===== config.mk =====
export PLATFORM = sky130hd
export DESIGN_NAME = amm_tracker
export DESIGN_NICKNAME = d
export VERILOG_FILES = /design/src/logic/amm_pkg.sv /design/src/logic/amm_tracker.sv
export VERILOG_INCLUDE_DIRS = /design/src /design/src/logic
export SDC_FILE = /design/constraint.sdc
export NUM_CORES = 1
export LEC_CHECK = 0
export BUFFER_PORTS_ARGS = -buffer_cell sky130_fd_sc_hd__buf_2
export CORE_MARGIN = 5
export CORE_UTILIZATION = 60
export CTS_BUF_LIST = sky130_fd_sc_hd__clkbuf_8
export CTS_CLUSTER_DIAMETER = 30
export DETAILED_ROUTE_END_ITERATION = 8
export GPL_TIMING_DRIVEN = 1
export PLACE_DENSITY = 0.89
export SLEW_MARGIN = 20
export SYNTH_ARGS = -nofsm -noshare
export SYNTH_HDL_FRONTEND = slang
export SYNTH_SLANG_ARGS = --single-unit
export TNS_END_PERCENT = 30

===== constraint.sdc =====
create_clock -name mclk -period 18.5 [get_ports mclk]
set_input_delay 2.775 -clock mclk [delete_from_list [all_inputs] [get_ports mclk]]
set_output_delay 2.775 -clock mclk [all_outputs]
set_load 0.005 [all_outputs]

===== src/logic/amm_cfg.svh =====
// constants for the analogue max/min tracker
// assumes inclusion by bare name from the design file; definitions only
`ifndef AMM_CFG_SVH
`define AMM_CFG_SVH
// ----------------------------------------
// data width and limits
// ----------------------------------------
`define AMM_DATA_W      16
`define AMM_UPPER_RST   16'sh7FFF
`define AMM_LOWER_RST   16'sh8000
`define AMM_AIN_FULL    16'sh03E8
`define AMM_ZERO        16'sh0000
`endif


===== src/logic/amm_pkg.sv =====
// types for the analogue max/min tracker
// assumes the constants header is compiled alongside
package amm_pkg;
    typedef enum logic [1:0] {
        AMM_MODE_MIN,
        AMM_MODE_MAX,
        AMM_MODE_SEL,
        AMM_MODE_LIVE
    } amm_mode_t;
endpackage


===== src/logic/amm_tracker.sv =====
// analogue max/min tracker: one scan cycle per rising mclk edge
// holds the tracked extremes, the mode selection, the limit clamp and
// the checks that guard them
// assumes inputs are synchronous to mclk and already scaled values,
// and that the upstream block keeps each input steady for a whole scan
`timescale 1ns/100ps
`include "amm_cfg.svh"

module amm_tracker #(
    parameter int DATA_W = `AMM_DATA_W
) (
    input  wire logic                     mclk,
    input  wire logic                     sys_rst,
    input  wire logic                     enable_in,
    input  wire logic                     reset_on_disable,
    input  wire logic [1:0]               mode_param,
    input  wire logic                     mode_from_block,
    input  wire logic                     extreme_select_in,
    input  wire logic signed [DATA_W-1:0] analog_source_in,
    input  wire logic signed [DATA_W-1:0] upper_limit,
    input  wire logic signed [DATA_W-1:0] lower_limit,
    output logic signed [DATA_W-1:0]      analog_result_out,
    output logic signed [DATA_W-1:0]      tracked_min_out,
    output logic signed [DATA_W-1:0]      tracked_max_out
);

    // ----------------------------------------
    // scan timing
    // ----------------------------------------
    // one rising mclk edge is one program scan. at that edge an enabled
    // block folds the present source value into the stored extremes and
    // registers a result chosen from the updated extremes or, in live mode, from the source, so a new peak
    // shows at the output one scan after it was applied, never two.
    // limitation: a source that moves between scans is never seen, so a
    // spike narrower than one scan is lost; faster tracking needs a faster
    // scan, not changes here.

    // ----------------------------------------
    // min/max tracking
    // ----------------------------------------
    logic signed [DATA_W-1:0] min_reg;
    logic signed [DATA_W-1:0] max_reg;
    logic                     primed_reg;
    logic signed [DATA_W-1:0] min_next;
    logic signed [DATA_W-1:0] max_next;
    logic                     clear_now;

    // the source may be any analogue value, inputs already 0..1000
    assign clear_now = !enable_in && reset_on_disable;
    // first sample after clear seeds both, so zero never skews min or max;
    // the price is one flag bit and a wider compare path, which is cheaper
    // than asking every user to preset the extremes to the rails
    assign min_next = (!primed_reg || analog_source_in < min_reg) ?
                      analog_source_in : min_reg;
    assign max_next = (!primed_reg || analog_source_in > max_reg) ?
                      analog_source_in : max_reg;

    // extremes: cleared on reset or clearing disable, updated when enabled
    always_ff @(posedge mclk) begin
        if (sys_rst || clear_now) begin
            min_reg    <= `AMM_ZERO;
            max_reg    <= `AMM_ZERO;
            primed_reg <= 1'b0;
        end else if (enable_in) begin
            min_reg    <= min_next;
            max_reg    <= max_next;
            primed_reg <= 1'b1;
        end
    end

    // ----------------------------------------
    // result selection and clamp
    // ----------------------------------------
    amm_pkg::amm_mode_t       mode_eff;
    logic signed [DATA_W-1:0] pick;
    logic signed [DATA_W-1:0] clamped;
    logic signed [DATA_W-1:0] result_reg;

    // a mode taken from another block's value always means live pass
    assign mode_eff = mode_from_block ? amm_pkg::AMM_MODE_LIVE
                                      : amm_pkg::amm_mode_t'(mode_param);

    // selection uses freshly updated extremes, so this scan sees its own sample.
    // the select input is read as a level: a rise shows the maximum and a fall
    // the minimum from the very next result, and no edge detector is needed,
    // so no false edge can follow a reset
    always_comb begin
        case (mode_eff)
            amm_pkg::AMM_MODE_MIN:  pick = min_next;
            amm_pkg::AMM_MODE_MAX:  pick = max_next;
            amm_pkg::AMM_MODE_SEL:  pick = extreme_select_in ? max_next : min_next;
            amm_pkg::AMM_MODE_LIVE: pick = analog_source_in;
            default:                pick = analog_source_in;
        endcase
    end

    logic signed [DATA_W-1:0] upper_cut;

    // upper cut first, lower applied last: if limits cross, lower wins,
    // so the result never sits below the lower limit
    assign upper_cut = (pick > upper_limit) ? upper_limit : pick;
    assign clamped   = (upper_cut < lower_limit) ? lower_limit : upper_cut;

    // result register: enabled scans load, disabled scans clear or hold
    always_ff @(posedge mclk) begin
        if (sys_rst) begin
            result_reg <= `AMM_ZERO;
        end else if (enable_in) begin
            result_reg <= clamped;
        end else if (reset_on_disable) begin
            result_reg <= `AMM_ZERO;
        end else begin
            result_reg <= result_reg;
        end
    end

    // data outputs straight from their registers
    assign analog_result_out = result_reg;
    assign tracked_min_out   = min_reg;
    assign tracked_max_out   = max_reg;

    // ----------------------------------------
    // checks: mode selection
    // ----------------------------------------
    // each check looks one scan later, at the registered result, and
    // compares with the values that stood at the scan that produced it
    a_min_mode_out: assert property (@(posedge mclk) disable iff (sys_rst)
        enable_in && !mode_from_block && mode_param == 2'h0 |=>
        result_reg == ($past(lower_limit) > $past(upper_limit) ? $past(lower_limit) :
                       $past(min_next) < $past(lower_limit) ? $past(lower_limit) :
                       $past(min_next) > $past(upper_limit) ? $past(upper_limit) :
                       $past(min_next)))
        else $error("min mode result wrong");
    a_max_mode_out: assert property (@(posedge mclk) disable iff (sys_rst)
        enable_in && !mode_from_block && mode_param == 2'h1 &&
        max_next <= upper_limit && max_next >= lower_limit |=>
        result_reg == $past(max_next))
        else $error("max mode result wrong");
    a_sel_mode_out: assert property (@(posedge mclk) disable iff (sys_rst)
        enable_in && !mode_from_block && mode_param == 2'h2 && clamped == pick |=>
        result_reg == ($past(extreme_select_in) ? $past(max_next) : $past(min_next)))
        else $error("select mode result wrong");
    a_sel_rise_max: assert property (@(posedge mclk) disable iff (sys_rst)
        enable_in && !mode_from_block && mode_param == 2'h2 && $rose(extreme_select_in)
        && clamped == pick |=> result_reg == $past(max_next))
        else $error("select rise not max");
    a_sel_fall_min: assert property (@(posedge mclk) disable iff (sys_rst)
        enable_in && !mode_from_block && mode_param == 2'h2 && $fell(extreme_select_in)
        && clamped == pick |=> result_reg == $past(min_next))
        else $error("select fall not min");
    a_live_pass: assert property (@(posedge mclk) disable iff (sys_rst)
        enable_in && (mode_from_block || mode_param == 2'h3) && clamped == pick
        |=> result_reg == $past(analog_source_in))
        else $error("live mode not passed");
    // a referenced mode always passes the source, whatever mode_param says
    a_from_block_live: assert property (@(posedge mclk) disable iff (sys_rst)
        enable_in && mode_from_block && clamped == pick
        |=> result_reg == $past(analog_source_in))
        else $error("referenced mode not live");

    // ----------------------------------------
    // checks: enable handling
    // ----------------------------------------
    // a stray update in the hold case goes unseen by the bench unless the
    // source moved, so these checks watch the registers themselves
    a_disable_zero: assert property (@(posedge mclk) disable iff (sys_rst)
        !enable_in && reset_on_disable |=> result_reg == `AMM_ZERO && min_reg == `AMM_ZERO)
        else $error("disable did not clear");
    a_disable_hold: assert property (@(posedge mclk) disable iff (sys_rst)
        !enable_in && !reset_on_disable |=> $stable(result_reg) && $stable(max_reg))
        else $error("disable did not hold");
    a_hold_min: assert property (@(posedge mclk) disable iff (sys_rst)
        !enable_in && !reset_on_disable |=> $stable(min_reg) && $stable(primed_reg))
        else $error("disable moved minimum");
    a_clear_unprime: assert property (@(posedge mclk) disable iff (sys_rst)
        clear_now |=> !primed_reg && max_reg == `AMM_ZERO)
        else $error("clear left extremes");

    // ----------------------------------------
    // checks: clamp
    // ----------------------------------------
    // crossed limits are a user error; the lower limit is the one kept
    a_clamp_low: assert property (@(posedge mclk) disable iff (sys_rst)
        enable_in && lower_limit <= upper_limit |=> result_reg >= $past(lower_limit))
        else $error("result below lower limit");
    a_clamp_high: assert property (@(posedge mclk) disable iff (sys_rst)
        enable_in && lower_limit <= upper_limit |=> result_reg <= $past(upper_limit))
        else $error("result above upper limit");
    a_hit_low: assert property (@(posedge mclk) disable iff (sys_rst)
        enable_in && pick < lower_limit |=> result_reg == $past(lower_limit))
        else $error("low clamp not applied");
    a_hit_high: assert property (@(posedge mclk) disable iff (sys_rst)
        enable_in && pick > upper_limit && lower_limit <= upper_limit
        |=> result_reg == $past(upper_limit))
        else $error("high clamp not applied");
    a_crossed_lower: assert property (@(posedge mclk) disable iff (sys_rst)
        enable_in && lower_limit > upper_limit |=> result_reg == $past(lower_limit))
        else $error("crossed limits not lower");

    // ----------------------------------------
    // checks: min/max tracking
    // ----------------------------------------
    // the stored extremes are outputs too, so their updates are checked exactly
    a_track_order: assert property (@(posedge mclk) disable iff (sys_rst)
        enable_in |=> min_reg <= $past(analog_source_in) && max_reg >= $past(analog_source_in))
        else $error("extremes miss sample");
    a_seed_first: assert property (@(posedge mclk) disable iff (sys_rst)
        enable_in && !primed_reg |=>
        min_reg == $past(analog_source_in) && max_reg == $past(analog_source_in))
        else $error("first sample not seeded");
    a_min_update: assert property (@(posedge mclk) disable iff (sys_rst)
        enable_in && primed_reg |=>
        min_reg == ($past(analog_source_in) < $past(min_reg) ?
                    $past(analog_source_in) : $past(min_reg)))
        else $error("minimum update wrong");
    a_max_update: assert property (@(posedge mclk) disable iff (sys_rst)
        enable_in && primed_reg |=>
        max_reg == ($past(analog_source_in) > $past(max_reg) ?
                    $past(analog_source_in) : $past(max_reg)))
        else $error("maximum update wrong");
    a_min_le_max: assert property (@(posedge mclk) disable iff (sys_rst)
        min_reg <= max_reg)
        else $error("minimum above maximum");

endmodule


==> impl_metrics.env, run 1 <==
export IMPL_numCtsBuffers=5
export IMPL_power_density_nw_per_um2=65.93
export IMPL_fillCellCount=530
export IMPL_worstPathRequired_ns=18.75
export IMPL_ys_seq_area_frac=0.2416
export IMPL_nets=707
export IMPL_ys_warnings_count=0
export IMPL_pin_count=104
export IMPL_synth_common_cells="inv_1, ha_1, nor2_1"
export IMPL_finalSetupTns_ns=0
export IMPL_maxSlewHeadroom=0.2745
export IMPL_hpwl_mm=8.997
export IMPL_combPwrFrac=0.364
export IMPL_drv_slew=0
export IMPL_synth_top_cell_area_share=0.2416
export IMPL_drt_total_wl_mm=11.23
export IMPL_route_detailed_drc=0
export IMPL_timing_rr_end="analog_result_out[7]"
export IMPL_max_freq_mhz=104.5
export IMPL_fin_crit_ns=9.567
export IMPL_syn_cell_area_sq_um=4060
export IMPL_min_delay_path_class="flop to flop"
export IMPL_coreArea_sq_um=6681
export IMPL_ys_flop_type="dfxtp_1"
export IMPL_reg2reg_from="tracked_min_out[2]"
export IMPL_fin_skew_ns=0.006039
export IMPL_netSwitchingPower_mw=0.1061
export IMPL_intPower_mw=0.2048
export IMPL_yosys_area_top_type="dfxtp_1"
export IMPL_overflow=0
export IMPL_whs_path_depth=2
export IMPL_drive_above_1_share=0.2071
export IMPL_cts_sinks=49
export IMPL_clkTransAtPathRegs_ns=0.09
export IMPL_drt_initial_drc_count=302
export IMPL_dr_pass1_iters=6
export IMPL_drtAntennaViolNets=0
export IMPL_cts_setup_buffers=0
export IMPL_end_kind="flop"
export IMPL_hold_end="tracked_min_out[4]"
export IMPL_ys_async_sr_fraction=0
export IMPL_vdd_ir_drop_max_mv=0.04486
export IMPL_max_cap_violations=0
export IMPL_cts_hold_buf=0
export IMPL_grt_pass1_vias=3992
export IMPL_crit_arrival_ns=9.81
export IMPL_numPortBuffers=103
export IMPL_grt_pass1_wl_mm=18.34
export IMPL_rsz0062_at_grt="false"
export IMPL_clock_root_buffer="clkbuf_8"
export IMPL_synth_cells=499
export IMPL_antenna_found_initial=0
export IMPL_p_leak_nw=2.466
export IMPL_worst_slew_pin_slew_ns=1.088
export IMPL_cts_resized_gates=0
export IMPL_h_tree_depth=2
export IMPL_seqPwrFrac=0.392
export IMPL_r2r_setup_slack_ns=11.14
export IMPL_hp_start="tracked_min_out[4]"
export IMPL_hold_viol=0
export IMPL_yosysUniqueCellTypes=49
export IMPL_dieArea_sq_um=8512
export IMPL_synth_seq_cells=49
export IMPL_tritoncts="done"
export IMPL_crit_start="analog_source_in[2]"
export IMPL_synth_edff_count=0
export IMPL_switching_share=0.3413
export IMPL_die_h_um=92.26
export IMPL_outcome="complete, no violations"
export IMPL_fp_row_count=30
export IMPL_post_route_util=0.7056
export IMPL_place_congestion=0.9016
export IMPL_synth_nets=617
export IMPL_post_route_period_util=0.5172
export IMPL_vias_per_cell=6.093
export IMPL_pwr_share_clk=0.244
export IMPL_drt_wirelength_per_cell_um=16.79
export IMPL_setup_slack_ns=8.933
export IMPL_setup_viol=0
export IMPL_reg2reg_depth=25
export IMPL_die_width_um=92.26
export IMPL_critPathLaunchType="primary input"
export IMPL_syn_mean_instance_area_sq_um=8.137
export IMPL_cts_max_path_buffers=2
export IMPL_critPathKind="primary input to flop"
export IMPL_clk_latency_ns=0.31
export IMPL_synth_area_leaders="dfxtp_1, ha_1, mux2i_1, inv_1, nor2_1"
export IMPL_synth_most_common_cell="inv_1"
export IMPL_pre_cts_slack_ns=8.231
export IMPL_initial_core_util=0.6077
export IMPL_grt_use_total=0.2611
export IMPL_num_vias=4076
export IMPL_path_max_fanout=33
export IMPL_diodes=0
export IMPL_area_delta_synth_final_pct=16.12
export IMPL_grt_max_degree=34
==> cell type report <==
class / instances / area [sq um] / share of cell area
timing repair buffer: 103 / 515.5 / 0.1093
clock inverter: 2 / 35.03 / 0.007431
sequential: 49 / 980.9 / 0.2081
inverter: 68 / 255.2 / 0.05414
clock buffer: 5 / 68.82 / 0.01460
multi-input combinational: 362 / 2759 / 0.5852
tap: 80 / 100.1 / 0.02123
==> per-layer routing <==
layer | vias up | GRT usage | part of all wire
li1 | 1976 | - | -
met3 | 19 | 0.06399 | 0.082
met5 | - | 0 | 0
met4 | 0 | 0.08663 | 0.015
met2 | 176 | 0.4191 | 0.46
met1 | 1905 | 0.3420 | 0.45
==> cell families (layout without fill, tap and decap cells) <==
| family | Yosys count | after routing | synth area share |
|---|---|---|---|
| AOI/OAI and AO/OA | 114 | 114 | 0.2213 |
| adders and majority gates | 62 | 62 | 0.1911 |
| buffers and inverters | 88 | 178 | 0.08567 |
| DFF | 49 | 49 | 0.2416 |
| muxes | 32 | 32 | 0.07920 |
| and+or+nand+nor | 154 | 154 | 0.1812 |
==> power groups by stage <==
stage | combinational [mW] | sequential, mW | clock (mW)
floorplan | 0.0736 | 0.124 | 0
finish | 0.113 | 0.122 | 0.0759
global placement | 0.106 | 0.123 | 0
global route | 0.126 | 0.123 | 0.0816
detailed placement | 0.111 | 0.124 | 0
CTS | 0.112 | 0.122 | 0.0770
==> worst max-delay path, cell delays in order <==
cell,delay [ns]
buf_2,0.13
ha_1,0.32
a211oi_2,0.24
o21ai_1,0.14
a2111oi_4,0.49
nor2_1,0.16
o21ai_4,0.65
a2bb2oi_1,0.30
nand2_1,0.09
ha_1,0.32
a211oi_1,0.22
o21ai_1,0.11
o221a_2,0.32
o21ai_4,0.60
nor2_1,0.08
a31oi_1,0.25
ha_1,0.29
a21o_1,0.18
a221oi_1,0.25
o21ai_0,0.16
nor3_1,0.25
and3_1,0.18
o2111ai_1,0.13
a211oi_2,0.87
a221o_1,0.28
==> placed cells by master, fill, tap and decap left out, types with 3 or more instances in the layout <==
cell and n:
o211a_1 4, a2bb2oi_1 15, a21oi_1 18, a211oi_2 3, a221o_1 16, nand4_1 7, o21a_1 5, clkbuf_8 5
and2_1 16, nor3_1 3, nor2b_1 3, inv_1 68, a21o_1 7, mux2i_1 31, nor2_1 58, nand2_1 27
a31oi_1 15, nand3_1 22, dfxtp_1 49, and3_1 6, ha_1 62, a211oi_1 3, o21ai_0 6, buf_2 103
==> worst max-delay path by stage <==
stage	to	slack [ns]	depth (start not counted)
finish	analog_result_out[7]	8.93	25
global route	analog_result_out[12]	8.19	24
CTS	analog_result_out[7]	8.47	24
detailed placement	analog_result_out[7]	8.23	24
global placement	analog_result_out[9]	8.49	24
floorplan	analog_result_out[10]	10.04	28
==> stage by stage <==
stage,area (sq um),hold slack [ns],std cells,power [mW]
floorplan,4060,0.5112,499,0.1975
detailed placement,4591,0.5113,662,0.2349
finish,4715,0.5300,669,0.3108
CTS,4695,0.5334,669,0.3108
global placement,4591,0.5022,662,0.2292
global route,4715,0.5689,669,0.3308
Note: power is estimated with default switching activity, not from simulation.
==> inputs of run 2 (changes only) <==
CORE_UTILIZATION = 56   (was 60)
PLACE_DENSITY = 0.84   (was 0.89)
clock period = 9.3 ns   (was 18.5 ns; I/O delays follow)
==> run 2 against run 1 <==
  * Worst hold slack better by 0.00058 ns
  * Global-route usage shrank 1.1 points
  * Via count fell by 0.27%
  * Die area up 6.4%
  * Sequential power up 98%
  * Clock-buffer cell count rose by 1
  * Critical path type unchanged
  * Critical endpoint is now analog_result_out[15]
==> impl_metrics.env, run 2 (synthesis results as in run 1) <==
export IMPL_outcome="complete, no violations"
export IMPL_pwr_share_clk=0.261
export IMPL_route_detailed_drc=0
export IMPL_dr_pass1_iters=5
export IMPL_crit_arrival_ns=8.23
export IMPL_tritoncts="done"
export IMPL_cts_setup_buffers=0
export IMPL_maxSlewHeadroom=0.2869
export IMPL_mostFrequentLayoutCells="buf_2, inv_1, ha_1"
export IMPL_drive_above_1_share=0.2155
export IMPL_vdd_ir_drop_max_mv=0.07166
export IMPL_numCtsBuffers=5
export IMPL_seqCellArea_sq_um=980.9
export IMPL_setup_viol=0
export IMPL_cts_resized_gates=0
export IMPL_rsz0062_at_grt="false"
export IMPL_grt_use_total=0.2496
export IMPL_finalSetupTns_ns=0
export IMPL_clock_root_buffer="clkbuf_8"
export IMPL_hp_start="tracked_min_out[5]"
export IMPL_cts_hold_buf=0
export IMPL_critPathLaunchType="primary input"
export IMPL_pin_count=104
export IMPL_max_freq_mhz=124.7
export IMPL_clk_latency_ns=0.31
export IMPL_numPortBuffers=103
export IMPL_cts_sinks=49
export IMPL_worstPathRequired_ns=9.51
export IMPL_fin_crit_ns=8.021
export IMPL_path_max_fanout=26
export IMPL_num_vias=4065
export IMPL_seqPwrFrac=0.383
export IMPL_drt_total_wl_mm=11.28
export IMPL_whs_path_depth=2
export IMPL_reg2reg_depth=26
export IMPL_h_tree_depth=2
export IMPL_dieArea_sq_um=9054
export IMPL_antenna_found_initial=0
export IMPL_intPower_mw=0.4188
export IMPL_hold_end="tracked_min_out[5]"
export IMPL_power_density_nw_per_um2=132.5
export IMPL_grt_pass1_wl_mm=18.11
export IMPL_min_delay_path_class="flop to flop"
export IMPL_mostFrequentLayoutCell="buf_2"
export IMPL_clkTransAtPathRegs_ns=0.10
export IMPL_fin_skew_ns=0.007561
export IMPL_place_congestion=0.8966
export IMPL_grt_max_degree=34
export IMPL_drt_wirelength_per_cell_um=16.26
export IMPL_switching_share=0.3379
export IMPL_timing_rr_end="analog_result_out[15]"
export IMPL_worst_slew_pin_slew_ns=1.069
export IMPL_slowest_delay_ns=0.86
export IMPL_cts_max_path_buffers=2
export IMPL_post_route_util=0.6688
export IMPL_worst_path_max_delay_cell="o21ai_2"
export IMPL_max_cap_violations=0
export IMPL_cp_common_cell="ha_1"
export IMPL_netSwitchingPower_mw=0.2137
export IMPL_critPathKind="primary input to flop"
export IMPL_r2r_setup_slack_ns=2.10
export IMPL_drt_initial_drc_count=236
export IMPL_hpwl_mm=8.952
export IMPL_end_kind="flop"
export IMPL_p_leak_nw=2.486
export IMPL_nets=711
export IMPL_vias_per_cell=5.857
export IMPL_drv_slew=0
export IMPL_hold_viol=0
export IMPL_multi_input_area_sq_um=2745
export IMPL_area_delta_synth_final_pct=17.57
export IMPL_grt_pass1_vias=3878
export IMPL_reg2reg_from="tracked_min_out[2]"
export IMPL_die_width_um=95.15
export IMPL_post_route_period_util=0.8624
export IMPL_overflow=0
export IMPL_coreArea_sq_um=7137
export IMPL_die_h_um=95.15
export IMPL_drtAntennaViolNets=0
export IMPL_initial_core_util=0.5689
export IMPL_fillCellCount=643
export IMPL_combPwrFrac=0.356
export IMPL_whs_ns=0.5305
export IMPL_fp_row_count=31
[run 2: changes by cell type in the layout (fill, tap and decap cells not counted), sizes merged]
| cell | previous run | this run |
|---|---|---|
| buf | 103 | 107 |
| clkbuf | 5 | 6 |
| clkinv | 1 | 0 |
| clkinvlp | 0 | 1 |
| diode | 0 | 1 |
[run 2: stage by stage]
| stage | area [sq um] | setup WS (ns) | cells | total power [mW] |
|---|---|---|---|---|
| 6_report | 4773 | 1.279 | 694 | 0.6325 |
| 5_1_grt | 4771 | 0.8217 | 693 | 0.6743 |
| 4_1_cts | 4765 | 1.361 | 693 | 0.6339 |
| 3_5_place_dp | 4644 | 1.139 | 685 | 0.4700 |
| 3_3_place_gp | 4644 | 1.380 | 685 | 0.4617 |
| 2_1_floorplan | 4060 | 2.222 | 499 | 0.3929 |
[run 2: power groups by stage]
stage,clock network [mW],logic (mW),registers [mW]
detailed placement,0,0.223,0.247
finish,0.165,0.225,0.242
CTS,0.167,0.225,0.242
global route,0.176,0.253,0.245
floorplan,0,0.146,0.247
global placement,0,0.216,0.246
[run 2: worst max path at each step]
stage,endpoint,depth (start not counted),from
after floorplan,analog_result_out[10],28,analog_source_in[2]
after global placement,analog_result_out[11],26,analog_source_in[2]
after detailed placement,analog_result_out[15],26,analog_source_in[2]
after CTS,analog_result_out[15],26,analog_source_in[2]
after global routing,analog_result_out[11],26,analog_source_in[2]
final,analog_result_out[15],26,analog_source_in[2]
[run 2: final cells by class]
type	instances	share of cell area
Antenna cell	1	0.0005242
Multi-Input combinational cell	362	0.5751
Inverter	68	0.05347
Clock buffer	6	0.01730
Clock inverter	2	0.007864
Sequential cell	49	0.2055
Timing Repair Buffer	107	0.1143
Tap cell	99	0.02595
[run 2: per-layer routing]
metal / vias to the layer above / track usage / wire (um)
met3: 21 / 0.03236 / 778
met4: 0 / 0.08173 / 216
li1: 1986 / - / -
met1: 1878 / 0.3300 / 5031
met2: 180 / 0.4187 / 5255
met5: - / 0 / 0
[run 2: critical path, delay by kind of cell]
kind | cells | cell delay (ns)
AO/OA/AOI/OAI | 15 | 4.38
AND/OR/NAND/NOR | 6 | 1.15
adder cells (fa/ha/maj) | 3 | 0.95
buffers and inverters | 2 | 0.34
==> inputs of run 3 (changes only) <==
ABC_CLOCK_PERIOD_IN_PS = 9300   (was default)
CORE_ASPECT_RATIO = 1.4   (was default)
==> run 3 against run 2 <==
  * Sequential share of layout area increased by 0.12 points
  * Worst setup slack worse by 0.26 ns
  * Wire length is 2.4% lower
  * Fmax decreased by 3.2%
  * Sequential cell count is the same
  * Design area down 0.60%
  * Combinational power is essentially flat
  * Critical path type unchanged
  * Critical endpoint is now analog_result_out[12]
  * Largest power group unchanged
==> impl_metrics.env, run 3 (synthesis results as in run 1) <==
export IMPL_antenna_found_initial=0
export IMPL_num_vias=4009
export IMPL_coreArea_sq_um=7027
export IMPL_dieArea_sq_um=9078
export IMPL_drt_initial_drc_count=252
export IMPL_hpwl_mm=8.950
export IMPL_cts_resized_gates=0
export IMPL_area_delta_synth_final_pct=16.86
export IMPL_drv_slew=0
export IMPL_grt_pass1_vias=3961
export IMPL_mostFrequentLayoutCell="buf_2"
export IMPL_mostFrequentLayoutCells="buf_2, inv_1, ha_1"
export IMPL_initial_core_util=0.5778
export IMPL_numPortBuffers=103
export IMPL_cts_setup_buffers=0
export IMPL_critPathKind="primary input to flop"
export IMPL_cts_max_path_buffers=2
export IMPL_dr_pass1_iters=5
export IMPL_setup_viol=0
export IMPL_die_h_um=110.8
export IMPL_whs_ns=0.5276
export IMPL_fin_crit_ns=8.282
export IMPL_drt_total_wl_mm=11.01
export IMPL_route_detailed_drc=0
export IMPL_rsz0062_at_grt="false"
export IMPL_path_max_fanout=17
export IMPL_fp_row_count=36
export IMPL_min_delay_path_class="flop to flop"
export IMPL_pre_cts_slack_ns=0.7625
export IMPL_clk_latency_ns=0.32
export IMPL_maxSlewHeadroom=0.3224
export IMPL_r2r_setup_slack_ns=1.81
export IMPL_drive_above_1_share=0.2111
export IMPL_critPathLaunchType="primary input"
export IMPL_clock_root_buffer="clkbuf_8"
export IMPL_whs_path_depth=2
export IMPL_place_congestion=0.8985
export IMPL_outcome="complete, no violations"
export IMPL_power_density_nw_per_um2=130.2
export IMPL_grt_use_total=0.2455
export IMPL_cts_sinks=49
export IMPL_critical_path_top_delay_family="compound AO/OA/AOI/OAI gates"
export IMPL_post_route_period_util=0.8905
export IMPL_finalSetupTns_ns=0
export IMPL_overflow=0
export IMPL_max_cap_violations=0
export IMPL_max_freq_mhz=120.7
export IMPL_numCtsBuffers=5
export IMPL_diodes=0
export IMPL_pin_count=104
export IMPL_fin_skew_ns=0.007720
export IMPL_h_tree_depth=2
export IMPL_worst_path_max_delay_cell="a211oi_2"
export IMPL_drtAntennaViolNets=0
export IMPL_worstPathRequired_ns=9.56
export IMPL_hold_end="tracked_min_out[3]"
export IMPL_cts_hold_buf=0
export IMPL_nets=710
export IMPL_grt_max_degree=34
export IMPL_timing_rr_end="analog_result_out[12]"
export IMPL_hp_start="tracked_min_out[3]"
export IMPL_reg2reg_depth=27
export IMPL_p_leak_nw=2.479
export IMPL_end_kind="flop"
export IMPL_vdd_ir_drop_max_mv=0.08443
export IMPL_path_buf_inv=3
export IMPL_worst_slew_pin_slew_ns=1.016
export IMPL_slowest_delay_ns=0.88
export IMPL_setup_slack_ns=1.018
export IMPL_drt_wirelength_per_cell_um=16.02
export IMPL_crit_arrival_ns=8.54
export IMPL_reg2reg_from="tracked_min_out[2]"
export IMPL_hold_viol=0
export IMPL_grt_pass1_wl_mm=17.97
export IMPL_clkTransAtPathRegs_ns=0.09
export IMPL_die_width_um=81.97
export IMPL_vias_per_cell=5.836
export IMPL_post_route_util=0.6752
export IMPL_tritoncts="done"
[run 3: cell count changes in the layout (fill, tap and decap cells not counted), sizes merged]
| cell | previous run | this run |
|---|---|---|
| clkinv | 0 | 1 |
| buf | 107 | 106 |
| clkinvlp | 1 | 0 |
| diode | 1 | 0 |
| clkbuf | 6 | 5 |
[run 3: worst reg2reg max path, delay by kind of cell (launching register included)]
kind	cells	cell delay [ns]
AO/OA/AOI/OAI	16	4.95
adder cells (fa/ha/maj)	3	0.90
buffers and inverters	3	0.71
flip-flops	1	0.37
AND/OR/NAND/NOR	5	0.51
[run 3: how the worst max path moves through the flow]
| stage | from | endpoint | slack, ns | cells past startpoint |
|---|---|---|---|---|
| after CTS | analog_source_in[2] | analog_result_out[12] | 1.10 | 27 |
| after floorplan | analog_source_in[2] | analog_result_out[10] | 2.22 | 28 |
| final | analog_source_in[2] | analog_result_out[12] | 1.02 | 27 |
| after global routing | analog_source_in[2] | analog_result_out[2] | 0.55 | 27 |
| after detailed placement | analog_source_in[2] | analog_result_out[3] | 0.76 | 27 |
| after global placement | analog_source_in[2] | analog_result_out[9] | 0.99 | 27 |
[run 3: per-layer routing]
layer | vias up | part of all wire | global-route usage
met5 | - | 0 | 0
met3 | 26 | 0.057 | 0.04309
li1 | 1984 | - | -
met4 | 0 | 0.026 | 0.08647
met1 | 1869 | 0.41 | 0.2930
met2 | 130 | 0.50 | 0.4274
[run 3: per-stage QoR]
step	cell area, sq um	total power [mW]	instances
floorplan	4060	0.3929	499
global placement	4624	0.4587	679
detailed placement	4624	0.4683	679
CTS	4728	0.6200	686
global route	4745	0.6563	687
finish	4745	0.6175	687
[run 3: final cells by class]
class | instances | area [sq um]
Timing Repair Buffer | 106 | 541.8
Sequential cell | 49 | 980.9
Clock buffer | 5 | 68.82
Tap cell | 95 | 118.9
Multi-Input combinational cell | 362 | 2744
Fill cell | 636 | 2282
Clock inverter | 2 | 35.03
Inverter | 68 | 255.2
[run 3: power by group]
group	switching, mW	internal, mW	leakage [nW]
combinational	0.123	0.101	2.02
sequential	0.0124	0.229	0.402
clock	0.0733	0.0783	0.0540
